<file path="src/design/mcuid_map.svh">
// named offsets, field positions, opcode values and reset values of the
// instruction decoder; assumes it is included by its bare name.
//
// Contract
// RULE1 - decode 75 standard instructions plus eight extended-set ones.
// RULE2 - words are 16 bits; four instructions span two program words.
// RULE3 - a word splits into an opcode and one or more operand fields.
// RULE4 - classify as byte, bit, literal or control operation.
// RULE5 - byte operations carry file address, destination and bank select.
// RULE6 - destination zero writes working register, one writes the file.
// RULE7 - bit operations carry file address, bit number and bank select.
// RULE8 - literals carry a value and pointer select, or no operand.
// RULE9 - control carries program address, fast mode, table mode or none.
// RULE10 - second word of a double has upper four bits all ones.
// RULE11 - a second word executed alone acts as a no-operation.
// RULE12 - single word takes one cycle, two on true test or jump.
// RULE13 - a double-word instruction takes two instruction cycles.
// RULE14 - an instruction cycle is four oscillator periods.
// RULE15 - increment-skip adds one, writes per destination, keeps flags.
// RULE16 - zero result discards next word; three cycles if it is double.
// RULE17 - access select zero uses access bank, else bank register.
// RULE18 - access zero, extended set on, address up to 95: indexed mode.
// RULE19 - quarters: decode, read source, process, write destination.
// RULE20 - the file address field is eight bits, 0 through 255.
`ifndef MCUID_MAP_SVH
`define MCUID_MAP_SVH

// ****************************************************************
// field positions
// ****************************************************************
`define MCUID_NIB_HI    15
`define MCUID_NIB_LO    12
`define MCUID_OPX_HI    15
`define MCUID_OPX_LO    10
`define MCUID_BYTE_HI   15
`define MCUID_BYTE_LO   8
`define MCUID_F_HI      7
`define MCUID_F_LO      0
`define MCUID_D_BIT     9
`define MCUID_A_BIT     8
`define MCUID_B_HI      11
`define MCUID_B_LO      9
`define MCUID_K_HI      7
`define MCUID_K_LO      0
`define MCUID_P_HI      5
`define MCUID_P_LO      4
`define MCUID_N_HI      10
`define MCUID_N_LO      0
`define MCUID_S_BIT     0
`define MCUID_M_HI      1
`define MCUID_M_LO      0
`define MCUID_EXT_HI    9
`define MCUID_EXT_MID   8
`define MCUID_EXT_LO    7
`define MCUID_CALL_HI   15
`define MCUID_CALL_LO   9
`define MCUID_EXTS_HI   15
`define MCUID_EXTS_LO   10

// ****************************************************************
// opcode values
// ****************************************************************
`define MCUID_SECOND_NIB  4'hF
`define MCUID_MOVE_NIB    4'hC
`define MCUID_BRANCH_NIB  4'hD
`define MCUID_LIT_NIB     4'hE
`define MCUID_CTRL_NIB    4'h0
`define MCUID_BYTE_NIB_LO 4'h1
`define MCUID_BYTE_NIB_HI 4'h6
`define MCUID_BIT_NIB_LO  4'h7
`define MCUID_BIT_NIB_HI  4'hB
`define MCUID_INCSKIP_OPX 6'h0F
`define MCUID_CALL_OP7    7'h76
`define MCUID_PTRLD_BYTE  8'hEE
`define MCUID_GOTO_BYTE   8'hEF
`define MCUID_EXT_OP6     6'h3A

// ****************************************************************
// limits and reset values
// ****************************************************************
`define MCUID_IDX_MAX     8'h5F
`define MCUID_PC_RST      16'h0000
`define MCUID_PC_STEP     16'h0001
`define MCUID_BYTE_ZERO   8'h00
`define MCUID_BYTE_ONE    8'h01
`define MCUID_WORD_ZERO   16'h0000

`endif

</file>
<file path="src/design/mcuid_pkg.sv">
// types shared by the instruction decoder files.
// assumes mcuid_map.svh is on the include path.
`include "mcuid_map.svh"

package mcuid_pkg;

  typedef enum logic [3:0] {
    MCUID_Q1 = 4'h1,
    MCUID_Q2 = 4'h2,
    MCUID_Q3 = 4'h4,
    MCUID_Q4 = 4'h8
  } mcuid_phase_t;

  typedef enum logic [4:0] {
    MCUID_CL_BYTE = 5'h01,
    MCUID_CL_BIT  = 5'h02,
    MCUID_CL_LIT  = 5'h04,
    MCUID_CL_CTRL = 5'h08,
    MCUID_CL_NOP  = 5'h10
  } mcuid_class_t;

  typedef enum logic [2:0] {
    MCUID_MD_ACCESS  = 3'h1,
    MCUID_MD_BANKED  = 3'h2,
    MCUID_MD_INDEXED = 3'h4
  } mcuid_mode_t;

  typedef enum logic [2:0] {
    MCUID_SL_EXEC    = 3'h1,
    MCUID_SL_OPERAND = 3'h2,
    MCUID_SL_FLUSH   = 3'h4
  } mcuid_slot_t;

  // first word of one of the four two-word instructions
  function automatic logic mcuid_is_double(input logic [15:0] w);
    logic [3:0] nib;
    nib = w[`MCUID_NIB_HI:`MCUID_NIB_LO];
    return (nib == `MCUID_MOVE_NIB) ||
           (w[`MCUID_CALL_HI:`MCUID_CALL_LO] == `MCUID_CALL_OP7) ||
           (w[`MCUID_BYTE_HI:`MCUID_BYTE_LO] == `MCUID_PTRLD_BYTE) ||
           (w[`MCUID_BYTE_HI:`MCUID_BYTE_LO] == `MCUID_GOTO_BYTE);
  endfunction : mcuid_is_double

endpackage : mcuid_pkg

</file>
<file path="src/design/mcuid_phase.sv">
// quarter-cycle sequencer: four clock periods make one instruction cycle.
// assumes one free-running clock and a synchronous active-low reset.
`timescale 1ns/1ps

module mcuid_phase (
  // clock and reset
  input  wire logic                 clk_in,
  input  wire logic                 rstn_in,
  // quarter in progress
  output mcuid_pkg::mcuid_phase_t   phase_out
);

  mcuid_pkg::mcuid_phase_t phase_q;
  mcuid_pkg::mcuid_phase_t phase_d;

  always_comb begin
    case (phase_q)
      mcuid_pkg::MCUID_Q1: phase_d = mcuid_pkg::MCUID_Q2;
      mcuid_pkg::MCUID_Q2: phase_d = mcuid_pkg::MCUID_Q3;
      mcuid_pkg::MCUID_Q3: phase_d = mcuid_pkg::MCUID_Q4;
      mcuid_pkg::MCUID_Q4: phase_d = mcuid_pkg::MCUID_Q1;
      default:             phase_d = mcuid_pkg::MCUID_Q1;
    endcase
  end

  always_ff @(posedge clk_in) begin
    if (!rstn_in) begin
      phase_q <= mcuid_pkg::MCUID_Q1;
    end else begin
      phase_q <= phase_d; // see RULE14
    end
  end

  assign phase_out = phase_q;

endmodule : mcuid_phase

</file>
<file path="src/design/mcuid_fields.sv">
// combinational split of one program word into class and operand fields.
// assumes the word is stable for the whole decode quarter.
`timescale 1ns/1ps
`include "mcuid_map.svh"

module mcuid_fields (
  // program word
  input  wire logic [15:0]          word_in,
  // class
  output mcuid_pkg::mcuid_class_t   class_out,
  output logic                      incskip_out,
  output logic                      branch_out,
  output logic                      ext_op_out,
  output logic [2:0]                ext_idx_out,
  // operand fields
  output logic [7:0]                file_out,
  output logic                      dest_out,
  output logic                      access_out,
  output logic [2:0]                bit_num_out,
  output logic [7:0]                literal_out,
  output logic [1:0]                ptr_sel_out,
  output logic [10:0]               pm_field_out,
  output logic                      fast_out,
  output logic [1:0]                table_mode_out
);

  logic [3:0] nib;
  logic       is_byte;
  logic       is_bit;
  logic       is_lit;
  logic       is_call;
  logic       is_goto;

  assign nib     = word_in[`MCUID_NIB_HI:`MCUID_NIB_LO];
  // see RULE4
  assign is_byte = ((nib >= `MCUID_BYTE_NIB_LO) &&
                    (nib <= `MCUID_BYTE_NIB_HI)) ||
                   (nib == `MCUID_MOVE_NIB);
  assign is_bit  = (nib >= `MCUID_BIT_NIB_LO) && (nib <= `MCUID_BIT_NIB_HI);
  assign is_call = word_in[`MCUID_CALL_HI:`MCUID_CALL_LO] == `MCUID_CALL_OP7;
  assign is_goto = word_in[`MCUID_BYTE_HI:`MCUID_BYTE_LO] == `MCUID_GOTO_BYTE;
  assign is_lit  = (nib == `MCUID_LIT_NIB) && !is_call && !is_goto;

  always_comb begin
    if (nib == `MCUID_SECOND_NIB) begin
      class_out = mcuid_pkg::MCUID_CL_NOP; // see RULE11
    end else if (is_byte) begin
      class_out = mcuid_pkg::MCUID_CL_BYTE;
    end else if (is_bit) begin
      class_out = mcuid_pkg::MCUID_CL_BIT;
    end else if (is_lit) begin
      class_out = mcuid_pkg::MCUID_CL_LIT;
    end else begin
      class_out = mcuid_pkg::MCUID_CL_CTRL;
    end
  end

  // see RULE3
  assign incskip_out = word_in[`MCUID_OPX_HI:`MCUID_OPX_LO] ==
                       `MCUID_INCSKIP_OPX; // see RULE15
  assign branch_out  = nib == `MCUID_BRANCH_NIB;
  // eight extended codes share one prefix; see RULE1
  assign ext_op_out  = word_in[`MCUID_EXTS_HI:`MCUID_EXTS_LO] ==
                       `MCUID_EXT_OP6;
  assign ext_idx_out = {word_in[`MCUID_EXT_HI], word_in[`MCUID_EXT_MID],
                        word_in[`MCUID_EXT_LO]};
  // see RULE5, RULE7, RULE20
  assign file_out       = word_in[`MCUID_F_HI:`MCUID_F_LO];
  assign dest_out       = word_in[`MCUID_D_BIT];
  assign access_out     = word_in[`MCUID_A_BIT];
  assign bit_num_out    = word_in[`MCUID_B_HI:`MCUID_B_LO];
  // see RULE8
  assign literal_out    = word_in[`MCUID_K_HI:`MCUID_K_LO];
  assign ptr_sel_out    = word_in[`MCUID_P_HI:`MCUID_P_LO];
  // see RULE9
  assign pm_field_out   = word_in[`MCUID_N_HI:`MCUID_N_LO];
  assign fast_out       = word_in[`MCUID_S_BIT];
  assign table_mode_out = word_in[`MCUID_M_HI:`MCUID_M_LO];

endmodule : mcuid_fields

</file>
<file path="src/design/mcuid_core.sv">
// instruction decode and execution timing of the 8-bit core.
// assumes program memory and data file run on clk_in and answer in time:
// the program word at prog_addr_out is valid at the end of each fourth
// quarter, and file read data is valid at the end of the second quarter.
`timescale 1ns/1ps
`include "mcuid_map.svh"

module mcuid_core (
  // clock and reset
  input  wire logic                 clk_in,
  input  wire logic                 rstn_in,
  // configuration
  input  wire logic                 ext_set_en_in,
  input  wire logic [7:0]           bank_select_register_in,
  // program memory
  output logic [15:0]               prog_addr_out,
  input  wire logic [15:0]          prog_data_in,
  // data file
  output logic [7:0]                file_addr_out,
  output logic [7:0]                bank_out,
  output mcuid_pkg::mcuid_mode_t    file_mode_out,
  output logic                      file_rd_out,
  input  wire logic [7:0]           file_rd_data_in,
  output logic                      file_wr_out,
  output logic [7:0]                file_wr_data_out,
  output logic [7:0]                working_register_out,
  // decoded instruction
  output mcuid_pkg::mcuid_phase_t   phase_out,
  output mcuid_pkg::mcuid_class_t   class_out,
  output logic [15:0]               op_word_out,
  output logic [15:0]               operand_word_out,
  output logic                      double_out,
  output logic                      nop_cycle_out,
  output logic                      dest_out,
  output logic                      access_out,
  output logic [2:0]                bit_num_out,
  output logic [7:0]                literal_out,
  output logic [1:0]                ptr_sel_out,
  output logic [10:0]               pm_field_out,
  output logic                      fast_out,
  output logic [1:0]                table_mode_out,
  output logic                      ext_op_out,
  output logic [2:0]                ext_idx_out
);

  // ****************************************************************
  // quarter sequencer and field split
  // ****************************************************************
  mcuid_pkg::mcuid_phase_t phase;
  mcuid_pkg::mcuid_class_t dec_class;
  logic        dec_incskip;
  logic        dec_branch;
  logic        dec_ext;
  logic [2:0]  dec_ext_idx;
  logic [7:0]  dec_file;
  logic        dec_dest;
  logic        dec_access;
  logic [2:0]  dec_bit;
  logic [7:0]  dec_lit;
  logic [1:0]  dec_psel;
  logic [10:0] dec_pm;
  logic        dec_fast;
  logic [1:0]  dec_tmode;

  logic [15:0] ir_q;

  mcuid_phase u_phase (
    .clk_in    (clk_in),
    .rstn_in   (rstn_in),
    .phase_out (phase)
  );

  mcuid_fields u_fields (
    .word_in        (ir_q),
    .class_out      (dec_class),
    .incskip_out    (dec_incskip),
    .branch_out     (dec_branch),
    .ext_op_out     (dec_ext),
    .ext_idx_out    (dec_ext_idx),
    .file_out       (dec_file),
    .dest_out       (dec_dest),
    .access_out     (dec_access),
    .bit_num_out    (dec_bit),
    .literal_out    (dec_lit),
    .ptr_sel_out    (dec_psel),
    .pm_field_out   (dec_pm),
    .fast_out       (dec_fast),
    .table_mode_out (dec_tmode)
  );

  // ****************************************************************
  // state
  // ****************************************************************
  mcuid_pkg::mcuid_slot_t  slot_q;
  mcuid_pkg::mcuid_slot_t  slot_d;
  mcuid_pkg::mcuid_phase_t phase_q;
  mcuid_pkg::mcuid_class_t class_q;
  mcuid_pkg::mcuid_mode_t  mode_q;
  mcuid_pkg::mcuid_mode_t  mode_d;
  logic        kill_q;
  logic        kill_d;
  logic [15:0] pc_q;
  logic [15:0] pc_d;
  logic [7:0]  work_q;
  logic [7:0]  rd_q;
  logic [7:0]  sum_q;
  logic        zero_q;
  logic        file_rd_q;
  logic        file_wr_q;
  logic [7:0]  file_addr_q;
  logic [7:0]  bank_q;
  logic [15:0] op_word_q;
  logic [15:0] operand_q;
  logic        double_q;
  logic        nop_q;
  logic        dest_q;
  logic        access_q;
  logic [2:0]  bit_q;
  logic [7:0]  lit_q;
  logic [1:0]  psel_q;
  logic [10:0] pm_q;
  logic        fast_q;
  logic [1:0]  tmode_q;
  logic        ext_q;
  logic [2:0]  ext_idx_q;

  // ****************************************************************
  // decode of the current cycle
  // ****************************************************************
  logic        in_q1;
  logic        in_q2;
  logic        in_q3;
  logic        in_q4;
  logic        exec;
  logic        is_double;
  logic        next_double;
  logic        file_op;
  logic        do_incskip;
  logic        skip_now;
  logic        jump_now;
  logic        indexed;
  logic [7:0]  sum_d;
  logic [15:0] branch_off;

  assign in_q1       = phase == mcuid_pkg::MCUID_Q1;
  assign in_q2       = phase == mcuid_pkg::MCUID_Q2;
  assign in_q3       = phase == mcuid_pkg::MCUID_Q3;
  assign in_q4       = phase == mcuid_pkg::MCUID_Q4;
  assign exec        = slot_q == mcuid_pkg::MCUID_SL_EXEC;
  assign is_double   = mcuid_pkg::mcuid_is_double(ir_q); // see RULE2
  assign next_double = mcuid_pkg::mcuid_is_double(prog_data_in);
  assign file_op     = (dec_class == mcuid_pkg::MCUID_CL_BYTE) ||
                       (dec_class == mcuid_pkg::MCUID_CL_BIT);
  assign do_incskip  = exec && dec_incskip;
  // zero_q is fresh here: it was formed in the third quarter
  assign skip_now    = do_incskip && zero_q; // see RULE16
  assign jump_now    = exec && dec_branch; // see RULE12
  assign sum_d       = rd_q + `MCUID_BYTE_ONE; // see RULE15
  assign branch_off  = {{5{dec_pm[`MCUID_N_HI]}}, dec_pm};
  // see RULE18
  assign indexed     = !dec_access && ext_set_en_in &&
                       (dec_file <= `MCUID_IDX_MAX);

  // see RULE17
  always_comb begin
    if (dec_access) begin
      mode_d = mcuid_pkg::MCUID_MD_BANKED;
    end else if (indexed) begin
      mode_d = mcuid_pkg::MCUID_MD_INDEXED;
    end else begin
      mode_d = mcuid_pkg::MCUID_MD_ACCESS;
    end
  end

  // what the next cycle does with the word fetched now
  always_comb begin
    kill_d = 1'b0;
    case (slot_q)
      mcuid_pkg::MCUID_SL_EXEC: begin
        if (is_double) begin
          slot_d = mcuid_pkg::MCUID_SL_OPERAND; // see RULE13
        end else if (skip_now) begin
          slot_d = mcuid_pkg::MCUID_SL_FLUSH;
          kill_d = next_double; // see RULE16
        end else if (jump_now) begin
          slot_d = mcuid_pkg::MCUID_SL_FLUSH; // see RULE12
        end else begin
          slot_d = mcuid_pkg::MCUID_SL_EXEC;
        end
      end
      mcuid_pkg::MCUID_SL_OPERAND: begin
        slot_d = mcuid_pkg::MCUID_SL_EXEC;
      end
      mcuid_pkg::MCUID_SL_FLUSH: begin
        slot_d = kill_q ? mcuid_pkg::MCUID_SL_FLUSH :
                          mcuid_pkg::MCUID_SL_EXEC;
      end
      default: begin
        slot_d = mcuid_pkg::MCUID_SL_FLUSH;
      end
    endcase
  end

  assign pc_d = jump_now ? pc_q + branch_off : pc_q + `MCUID_PC_STEP;

  // ****************************************************************
  // fetch and cycle sequencing, once per fourth quarter
  // ****************************************************************
  always_ff @(posedge clk_in) begin
    if (!rstn_in) begin
      slot_q    <= mcuid_pkg::MCUID_SL_FLUSH;
      kill_q    <= 1'b0;
      pc_q      <= `MCUID_PC_RST;
      ir_q      <= `MCUID_WORD_ZERO;
      operand_q <= `MCUID_WORD_ZERO;
    end else if (in_q4) begin
      slot_q <= slot_d;
      kill_q <= kill_d;
      pc_q   <= pc_d;
      ir_q   <= prog_data_in;
      if (exec && is_double) begin
        operand_q <= prog_data_in; // see RULE10
      end
    end
  end

  // ****************************************************************
  // first quarter: decoded fields
  // ****************************************************************
  always_ff @(posedge clk_in) begin
    if (!rstn_in) begin
      class_q     <= mcuid_pkg::MCUID_CL_NOP;
      mode_q      <= mcuid_pkg::MCUID_MD_ACCESS;
      nop_q       <= 1'b1;
      double_q    <= 1'b0;
      op_word_q   <= `MCUID_WORD_ZERO;
      file_addr_q <= `MCUID_BYTE_ZERO;
      bank_q      <= `MCUID_BYTE_ZERO;
      dest_q      <= 1'b0;
      access_q    <= 1'b0;
      bit_q       <= 3'h0;
      lit_q       <= `MCUID_BYTE_ZERO;
      psel_q      <= 2'h0;
      pm_q        <= 11'h000;
      fast_q      <= 1'b0;
      tmode_q     <= 2'h0;
      ext_q       <= 1'b0;
      ext_idx_q   <= 3'h0;
    end else if (in_q1) begin
      // see RULE19
      class_q     <= exec ? dec_class : mcuid_pkg::MCUID_CL_NOP;
      nop_q       <= !exec;
      mode_q      <= mode_d;
      bank_q      <= dec_access ? bank_select_register_in :
                                  `MCUID_BYTE_ZERO;
      file_addr_q <= dec_file;
      op_word_q   <= ir_q;
      double_q    <= exec && is_double;
      dest_q      <= dec_dest;
      access_q    <= dec_access;
      bit_q       <= dec_bit;
      lit_q       <= dec_lit;
      psel_q      <= dec_psel;
      pm_q        <= dec_pm;
      fast_q      <= dec_fast;
      tmode_q     <= dec_tmode;
      // extended codes do nothing unless the extended set is on
      ext_q       <= exec && dec_ext && ext_set_en_in; // see RULE1
      ext_idx_q   <= dec_ext_idx;
    end
  end

  // ****************************************************************
  // quarters two to four: read, process, write
  // ****************************************************************
  always_ff @(posedge clk_in) begin
    if (!rstn_in) begin
      file_rd_q <= 1'b0;
      file_wr_q <= 1'b0;
      rd_q      <= `MCUID_BYTE_ZERO;
      sum_q     <= `MCUID_BYTE_ZERO;
      zero_q    <= 1'b0;
      work_q    <= `MCUID_BYTE_ZERO;
      phase_q   <= mcuid_pkg::MCUID_Q1;
    end else begin
      phase_q <= phase;
      if (in_q1) begin
        file_rd_q <= exec && file_op; // see RULE19
      end else if (in_q2) begin
        file_rd_q <= 1'b0;
        rd_q      <= file_rd_data_in;
      end
      if (in_q3) begin
        sum_q     <= sum_d;
        zero_q    <= sum_d == `MCUID_BYTE_ZERO;
        file_wr_q <= do_incskip && dec_dest; // see RULE6
      end else if (in_q4) begin
        file_wr_q <= 1'b0;
      end
      // status flags are never touched by the increment
      if (in_q4 && do_incskip && !dec_dest) begin
        work_q <= sum_q; // see RULE6, RULE15
      end
    end
  end

  // ****************************************************************
  // outputs
  // ****************************************************************
  assign prog_addr_out        = pc_q;
  assign file_addr_out        = file_addr_q;
  assign bank_out             = bank_q;
  assign file_mode_out        = mode_q;
  assign file_rd_out          = file_rd_q;
  assign file_wr_out          = file_wr_q;
  assign file_wr_data_out     = sum_q;
  assign working_register_out = work_q;
  assign phase_out            = phase_q;
  assign class_out            = class_q;
  assign op_word_out          = op_word_q;
  assign operand_word_out     = operand_q;
  assign double_out           = double_q;
  assign nop_cycle_out        = nop_q;
  assign dest_out             = dest_q;
  assign access_out           = access_q;
  assign bit_num_out          = bit_q;
  assign literal_out          = lit_q;
  assign ptr_sel_out          = psel_q;
  assign pm_field_out         = pm_q;
  assign fast_out             = fast_q;
  assign table_mode_out       = tmode_q;
  assign ext_op_out           = ext_q;
  assign ext_idx_out          = ext_idx_q;

endmodule : mcuid_core

</file>
<file path="config.mk">
export PLATFORM = sky130hd
export DESIGN_NAME = mcuid_core
export DESIGN_NICKNAME = d
export VERILOG_FILES = /design/src/design/mcuid_pkg.sv /design/src/design/mcuid_phase.sv /design/src/design/mcuid_fields.sv /design/src/design/mcuid_core.sv
export VERILOG_INCLUDE_DIRS = /design/src /design/src/design
export SDC_FILE = /design/constraint.sdc
export NUM_CORES = 1
export LEC_CHECK = 0
export BUFFER_PORTS_ARGS = -buffer_cell sky130_fd_sc_hd__buf_4
export CAP_MARGIN = 10
export CORE_MARGIN = 4
export CORE_UTILIZATION = 30
export DETAILED_ROUTE_END_ITERATION = 12
export PLACE_DENSITY_LB_ADDON = 0.2
export SLEW_MARGIN = 30
export SYNTH_ARGS = -nofsm -noshare
export SYNTH_HDL_FRONTEND = slang
export SYNTH_SLANG_ARGS = --single-unit
</file>
<file path="constraint.sdc">
create_clock -name clk_in -period 3.1 [get_ports clk_in]
set_clock_uncertainty 0.15 [all_clocks]
set_input_delay 0.465 -clock clk_in [delete_from_list [all_inputs] [get_ports clk_in]]
set_output_delay 0.465 -clock clk_in [all_outputs]
set_load 0.02 [all_outputs]
</file>
# Word-level counts from Yosys, hierarchy flattened
# Cells that the tools add are included.
totals:
  regBits: 154
  in_bits: 35
  out_inout_bits: 129
  word_cells: 116
classes:
  addsub: 3
  order_cmp: 5
  eq_ne: 22
  muxes: 22
  n_bitwise: 1
  reduce_logical: 34
op_table:
  columns: ["op", "n"]
  rows:
  - ["8-bit equality test, second input constant", 4]
  - ["4-bit equality test, second input constant", 6]
  - ["5-bit two-way mux", 4]
  - ["3-bit two-way mux", 6]
  - ["16-bit by 1-bit adder with 16-bit output, second input constant", 1]
  - ["16-bit adder", 1]
  - ["1-bit logical AND", 16]
  - ["16-bit two-way mux", 1]
  - ["7-bit equality test, second input constant", 2]
  - ["4-bit case mux with 3 select lines", 1]
  - ["3-bit case mux with 3 select lines", 1]
  - ["8-bit by 1-bit adder with 8-bit output, second input constant", 1]
  - ["8-bit by 7-bit <= comparator with 1-bit output, second input constant", 1]
  - ["8-bit zero test", 1]
  - ["1-bit logical OR", 8]
  - ["8-bit two-way mux", 1]
  - ["1-bit two-way mux", 7]
  - ["6-bit by 4-bit equality test with 1-bit output, second input constant", 1]
  - ["6-bit equality test, second input constant", 1]
  - ["5-bit by 1-bit equality test with 1-bit output, second input constant", 1]
  - ["5-bit by 2-bit equality test with 1-bit output, second input constant", 1]
  - ["1-bit zero test", 5]
  - ["4-bit by 1-bit equality test with 1-bit output, second input constant", 1]
  - ["4-bit by 2-bit equality test with 1-bit output, second input constant", 1]
  - ["12 further kinds", 14]

# Logic depth before layout (Yosys ltp)
# Gate-level depths: netlist (run 1).
depth:
  word_depth: 12
  depth_mapped: 14
  depth_no_buf: 12

# Modules after synthesis
# A second synthesis (run 1) with hierarchy kept.
unflattened:
  cells_unflattened: 857
  area_unflattened_um2: 7305.8
by_module_without_submodules:
  columns: ["mod", "instances", "cells_per_inst", "area_each_um2", "seq_area_each_um2"]
  rows:
  - ["mcuid_core", 1, 787, 6741.5, 3143.0]
  - ["mcuid_fields", 1, 58, 417.9, 0.0]
  - ["mcuid_phase", 1, 12, 146.4, 80.1]

# Least setup slack after synthesis (run 1)
# Ideal clock, no wire load.
synth_path:
  path_type: "flip-flop to flip-flop"
  startpoint: "reg ir_q[15]"
  endpoint: "reg pc_q[12], in the netlist prog_addr_out[12]"
  setup_ns: 0.074
  t_arrival_ns: 2.740
  t_required_ns: 2.876
  path_slack_ns: 0.136
  path_stages_with_launch: 15
  n_path_buf: 2
  synth_period_minus_slack_ns: 2.964
  path_cell_list: "dfxtp_1 -> buf_6 -> and3b_1 -> and3_1 -> clkbuf_1 -> nand2b_1 -> ha_1 -> inv_1 -> fa_1 -> nor2b_1 -> o21ai_0 -> a21oi_1 -> o21ai_1 -> or4_1 -> a31oi_1"
synth_between:
  elab_chain_cells: 3
synth_lines:
  columns: ["item", "line", "source"]
  rows:
  - ["start: declaration", "mcuid_core.sv:65", "logic [15:0] ir_q;"]
  - ["start signal: assignment", "mcuid_core.sv:214", "ir_q <= `MCUID_WORD_ZERO;"]
  - ["start signal: assignment", "mcuid_core.sv:220", "ir_q <= prog_data_in;"]
  - ["4-bit equality test (no source line)", null, null]
  - ["1-bit logical AND", "mcuid_core.sv:157", "assign jump_now = exec && dec_branch;"]
  - ["16-bit two-way mux (no source line)", null, null]
  - ["end signal: assignment", "mcuid_core.sv:213", "pc_q <= `MCUID_PC_RST;"]
  - ["end signal: assignment", "mcuid_core.sv:219", "pc_q <= pc_d;"]
  - ["end: declaration", "mcuid_core.sv:102", "logic [15:0] pc_q;"]
# No other way between the ends.
# A chain may end at the register's enable or synchronous reset.

# Worst setup path after layout (run 1)
layout_path:
  startpoint: "reg ir_q[13]"
  endpoint: "reg pc_q[12], in the netlist prog_addr_out[12]"
# Same word-level chain as after synthesis.

==> flow_summary.yaml, run 1 <==
synth:
  synth_cell_types: 60
  async_reset_ff_share_pct: 0
  synth_commonest_cells: "nand2_1 (155), dfxtp_1 (121), a21oi_1 (99), buf_4 (44), nor2_1 (37)"
  netlist_area_um2: 5690
  synthesis.instances: 704
  synth-simple-area-share_pct: 24.3
  synth-compound-area-share_pct: 16.7
  yosysWarnings: 0
  synthMuxAreaShare_pct: 2.11
  synth_edf_count: 0
  synth.yosys.seq_area_share_pct: 42.6
  yosysTopAreaCell: "dfxtp_1"
  synth_nets: 756
  synth.avg_cell_area_um2: 8.08
  synth_top_area_share_pct: 42.6
  synth_fa_ha_area_share_pct: 3.87
  synth_top_family_by_area: "simple AND/OR/NAND/NOR gates"
  yosys-top-cells-area: "dfxtp_1 (43%), nand2_1 (10%), a21oi_1 (8.7%)"
  yosysMostFrequentCell: "nand2_1"
  ys.flop_type: "dfxtp_1"
  synthXorXnorAreaFrac_pct: 1.39
  ys_ff_latch: 121
drt:
  drt-initial-drc-count: 237
  dr.pass1.iters: 4
  wl_per_cell_um: 15.4
  drc: 0
  viasPerCell: 4.85
  wl_um: 16700
  ant_nets: 0
  vias: 5255
placed_design:
  io_buffers: 163
  dp.final_hpwl_um: 12000
  dp_worst_setup_slack_ps: 97.2
  gp_congestion: 0.817
  dp.cells: 1052
  place_area_um2: 6980
global_routing:
  gr-total-overflow: 0
  grt_max_degree: 40
  grt-busiest-layer: "met2"
  antenna_found_initial: 0
  use_met2_pct: 24.6
  grt_pass1_vias: 5017
  grt.met1_usage_pct: 19.9
  met3_usage_pct: 4.95
  grt_pass1_wl_um: 26800
  grt_util_all_layers_pct: 15.5
sta:
  fin_crit_sh_pct: 92.3
  drv_slew: 0
  fmax_mhz: 349
  finalSetupViolCount: 0
  fin_ws_ps: 238
  max-slew-margin-rel_pct: 51.8
  min_period_ps: 2860
  hold_viol_final: 0
  finalSetupTns_ps: 0
  worst_pin_slew_ps: 721
worst_setup_path:
  cp-endpoint: "prog_addr_out[12]$_SDFFE_PN0N_"
  r2r_cells: 12
  crit_path_max_fanout: 11
  cp.arrival_ps: 3060
  end_kind: "flip-flop"
  cpPeakStageDelay_ps: 410
  cp_slowest_cell: "or4_1"
  crit_path_start_kind: "flip-flop"
  crit_chain: "and3b_1, and3_4, nand2b_1, ha_1, inv_1, fa_1, nor2b_1, o21ai_0, a21oi_1, o21ai_2, or4_1, a31oi_1"
  critPathLaunch: "ir_q[13]$_SDFFE_PN0N_"
  r2r-end: "prog_addr_out[12]$_SDFFE_PN0N_"
  reg2reg_setup_slack_ps: 240
  critPathKind: "reg2reg"
  timing.rr.start: "ir_q[13]$_SDFFE_PN0N_"
  critical_path_required_ps: 3300
layout:
  design_area_um2: 7640
  fillCellCount: 1956
  layout-drive-gt1-share_pct: 28.5
  fin_nets: 889
  fin_cells: 1084
  antenna_cells: 0
  syn2layout_area_growth_pct: 34.3
power:
  p_leak_nw: 3.20
  ir_drop_uv: 432
  p_per_area_nw_per_um2: 538
clock_network:
  cts.sinks: 121
  clockRootBuffer: "clkbuf_16"
  clk_pin_slew_ps: 60
  cts_tree: "done"
  htreeDepth: 4
  post_cts_buffers: 0
  cts_buffers: 17
  cts_buffer_depth: 2
  clk_latency_ps: 420
floorplan:
  dieArea_um2: 21200
  dieHeight_um: 146
  design.core.area_um2: 18700
  pin_count: 164
  start_util_pct: 30.4
  rows: 50
  die_width_um: 146
job:
  maxCapViolCount: 0
run_status:
  status: "complete, no violations"
min_path:
  hp-class: "in2reg"
## power by group
group	internal, mW	switching, mW
combinational	0.103	0.207
sequential	1.58	0.0331
clock	1.44	0.740
total	3.13	0.981
## area by class of cell
class,count,area (µm²),area share [%]
Clock buffer,19,443,5.80
Clock inverter,13,200,2.62
Inverter,7,27.5,0.360
Multi-Input combinational cell,494,2780,36.4
Sequential cell,121,2420,31.7
Tap cell,234,293,3.83
Timing Repair Buffer,196,1470,19.3
## worst min path at each step
stage	start	to	slack, ps	cells after the start
global placement	bank_out[6]$_SDFFE_PN0P_	bank_out[6]$_SDFFE_PN0P_	290	2
CTS	file_rd_data_in[5]	rd_q[5]$_SDFFE_PN0P_	140	3
global route	prog_data_in[3]	operand_word_out[3]$_SDFFE_PN0P_	150	3
detailed placement	operand_word_out[2]$_SDFFE_PN0P_	operand_word_out[2]$_SDFFE_PN0P_	300	2
finish	file_rd_data_in[5]	rd_q[5]$_SDFFE_PN0P_	150	3
floorplan	kill_q$_SDFFE_PN0N_	kill_q$_SDFFE_PN0N_	290	2
## per-stage QoR
step | utilization [%] | hold WS (ps) | total power [mW]
2_1_floorplan | - | 286 | 1.82
3_5_place_dp | 37.3 | 297 | 1.97
6_report | 40.8 | 148 | 4.11
4_1_cts | 40.8 | 136 | 4.15
3_3_place_gp | 37.3 | 294 | 1.97
5_1_grt | 40.8 | 149 | 4.27
## cells in the final DEF, fill, tap and decap left out, drive strengths merged, types with 3 or more instances in the layout
| master | n |
|---|---|
| a21oi | 99 |
| dfxtp | 121 |
| o31ai | 3 |
| nand4 | 5 |
| nor4b | 4 |
| inv | 6 |
| nor2b | 3 |
| nor3 | 7 |
| o211ai | 3 |
| nand2b | 8 |
| clkinv | 8 |
| a21o | 6 |
| o21a | 5 |
| nand3 | 30 |
| nor2 | 37 |
| and2 | 16 |
| and3 | 9 |
| a31oi | 3 |
| nand3b | 4 |
| a211oi | 13 |
| a211o | 3 |
| clkbuf | 19 |
| or3 | 7 |
| nand2 | 155 |
| bufinv | 5 |
| xnor2 | 5 |
| ha | 16 |
| buf | 196 |
| xor2 | 4 |
| o21ai | 11 |
| mux2i | 12 |
## logic make-up after synthesis
group | after synthesis
muxes | 12
AOI/OAI and AO/OA | 160
xor gates and xnor gates | 9
buffers and inverters | 89
adders and majority gates | 17
and+or+nand+nor | 296
DFF | 121
## per-layer routing
metal | vias to the layer above | share of wire, %
li1 | 2655 | -
met3 | 17 | 7.1
met4 | 0 | 1.5
met1 | 2444 | 46
met5 | - | 0
met2 | 139 | 46
## registers in the layout, indices dropped and copies added (netlist names), 3 cells and up
register              flops
class_out                 5
u_phase.phase_out         4
slot_q                    3
operand_word_out         16
file_wr_data_out          8
rd_q                      8
file_mode_out             3
phase_out                 4
bank_out                  8
op_word_out              15
prog_addr_out            16
working_register_out      8
ir_q                     16
## worst max-delay path, delay by kind of cell (launching register included)
family / cells / cell delay (ps)
adder cells (fa/ha/maj): 2 / 590
AO/OA/AOI/OAI: 4 / 630
AND/OR/NAND/NOR: 5 / 1040
buffers and inverters: 1 / 60
flip-flops: 1 / 320
## repair_timing
action / CTS / global route
hold buffers: 0 / 0
gates resized for setup: 0 / 5
setup endpoints to repair: 0 / 8
Note: power is estimated with default switching activity, not from simulation.
==> run 2: changes to the inputs <==
Settings changed: CAP_MARGIN 10 to default.
Clock period 3.1 ns to 3.3 ns, I/O delays scaled along.
==> run 2 against run 1 <==
Against the previous run:
- register-to-register slack better by 120 ps
- sequential share of layout area grew 0.80 points
- maximum frequency is 2.8% lower
- first-iteration DRC count is 4.6% lower
- cell area down 2.5%
- sequential power down 6%
- non-clock buffer count shrank 15
- flip-flop and latch count stayed put
- core utilization fell by 1.0 points
- routed wire length decreased by 2.4%
- die area did not move
- critical path type unchanged
- largest cell class unchanged
- highest routed layer unchanged
==> flow_summary.yaml, run 2 (same netlist as run 1, synthesis figures left out) <==
clock_network:
  clockRootBuffer: "clkbuf_16"
  cts_buffers: 17
  cts_tree: "done"
  cts_hold_buf: 0
  cts.sinks: 121
  htreeDepth: 4
  cts_buffer_depth: 2
  clk_latency_ps: 410
  clk_pin_slew_ps: 60
  post_cts_buffers: 0
sta:
  finalSetupViolCount: 0
  fin_crit_sh_pct: 89.2
  fin_ws_ps: 356
  rsz0062_at_grt: "no"
  max-slew-margin-rel_pct: 52.5
  min_period_ps: 2940
  finalSetupTns_ps: 0
  drv_slew: 0
  hold_viol_final: 0
  worst_pin_slew_ps: 710
  fmax_mhz: 340
worst_setup_path:
  timing.rr.start: "slot_q[0]$_SDFFE_PN0N_"
  crit_path_max_fanout: 11
  cpPeakStageDelay_ps: 390
  end_kind: "flip-flop"
  cp.arrival_ps: 3140
  crit_buf_inv: 0
  cp_slowest_cell: "dfxtp_1"
  critPathKind: "reg2reg"
  crit_family: "simple AND/OR/NAND/NOR gates"
  critical_path_required_ps: 3490
  critPathLaunch: "slot_q[0]$_SDFFE_PN0N_"
  crit_chain: "nor3b_4, and3_4, and2_2, ha_1, a21o_1, a21oi_1, or3b_1, o31ai_2, mux2i_1, mux2i_1"
  cp_common_cell: "mux2i_1"
  crit_path_start_kind: "flip-flop"
layout:
  layout_commonest_cell: "buf_4"
  seqCellArea_um2: 2420
  multi_input_comb_area_um2: 2780
  fillCellCount: 1939
  fin_nets: 874
  layout-drive-gt1-share_pct: 27.0
  syn2layout_area_growth_pct: 31.0
  antenna_cells: 0
  mostFrequentLayoutCells: "buf_4 (181), nand2_1 (155), dfxtp_1 (121)"
  post-route-util_pct: 39.8
  design_area_um2: 7450
floorplan:
  pin_count: 164
  die_width_um: 146
  dieArea_um2: 21200
  design.core.area_um2: 18700
  rows: 50
  dieHeight_um: 146
  start_util_pct: 30.4
power:
  p_per_area_nw_per_um2: 483
  ir_drop_uv: 386
  power_mw: 3.60
  p_leak_nw: 3.09
global_routing:
  antenna_found_initial: 0
  grt_pass1_vias: 5096
  grt_max_degree: 39
  gr-total-overflow: 0
  grt_pass1_wl_um: 26600
  grt_util_all_layers_pct: 15.4
drt:
  viasPerCell: 4.84
  wl_per_cell_um: 15.3
  vias: 5173
  wl_um: 16400
  ant_nets: 0
  dr.pass1.iters: 4
  drt-initial-drc-count: 226
  drc: 0
run_status:
  status: "complete, no violations"
min_path:
  hp-class: "in2reg"
  worstHoldStart: "file_rd_data_in[3]"
placed_design:
  gp_congestion: 0.809
  dp_worst_setup_slack_ps: 93.0
  io_buffers: 163
  dp.final_hpwl_um: 11700
  place_area_um2: 6870
job:
  maxCapViolCount: 0
## run 2: cell types whose count changed in the layout (fill, tap and decap cells not counted), moves of 2 or more
cell,change
clkbuf_8,+2
clkinv_4,-2
buf_4,-15
bufinv_16,-3
clkinv_2,+3
## run 2: worst paths after layout
kind	endpoint	slack [ps]	cells past startpoint
setup / recovery	prog_addr_out[15]$_SDFFE_PN0N_	360	10
hold / removal	rd_q[3]$_SDFFE_PN0P_	190	3
setup reg to reg	prog_addr_out[15]$_SDFFE_PN0N_	360	10
hold reg to reg	operand_word_out[0]$_SDFFE_PN0P_	300	2
## run 2: per-layer routing
layer / track usage (%) / wire length (µm)
met5: 0 / 0
met4: 4.89 / 236
met3: 5.61 / 1250
met2: 24.8 / 7520
met1: 19.3 / 7350
## run 2: cell type report
class	count	area share [%]
multi-input combinational	494	37.3
inverter	7	0.370
timing repair buffer	181	18.2
tap	234	3.93
clock inverter	10	1.34
clock buffer	21	6.32
sequential	121	32.5
## run 2: where the power goes
part / internal, mW / switching, mW / total [mW] / leakage (nW)
clock: 1.15 / 0.644 / 1.80 / 0.292
combinational: 0.0912 / 0.190 / 0.282 / 1.83
sequential: 1.49 / 0.0305 / 1.52 / 0.976
total: 2.73 / 0.865 / 3.60 / 3.09
## run 2: worst register-to-register path, stage by stage, from the launching register on
cell     delay, ps
dfxtp_1        390
nor3b_4        220
and3_4         270
and2_2         240
ha_1           260
a21o_1         150
a21oi_1        160
or3b_1         380
o31ai_2        200
mux2i_1        240
mux2i_1        190
## run 2: what timing repair did
item | in CTS | in global routing
resized for setup | 0 | 3
endpoints found under the setup margin | 0 | 5
endpoints found under the hold margin | 0 | 0
## run 2: stage by stage
stage,std cells,hold WS [ps]
after global placement,1037,292
after CTS,1068,170
after detailed placement,1037,297
final,1068,189
after global routing,1068,180
after floorplan,704,286
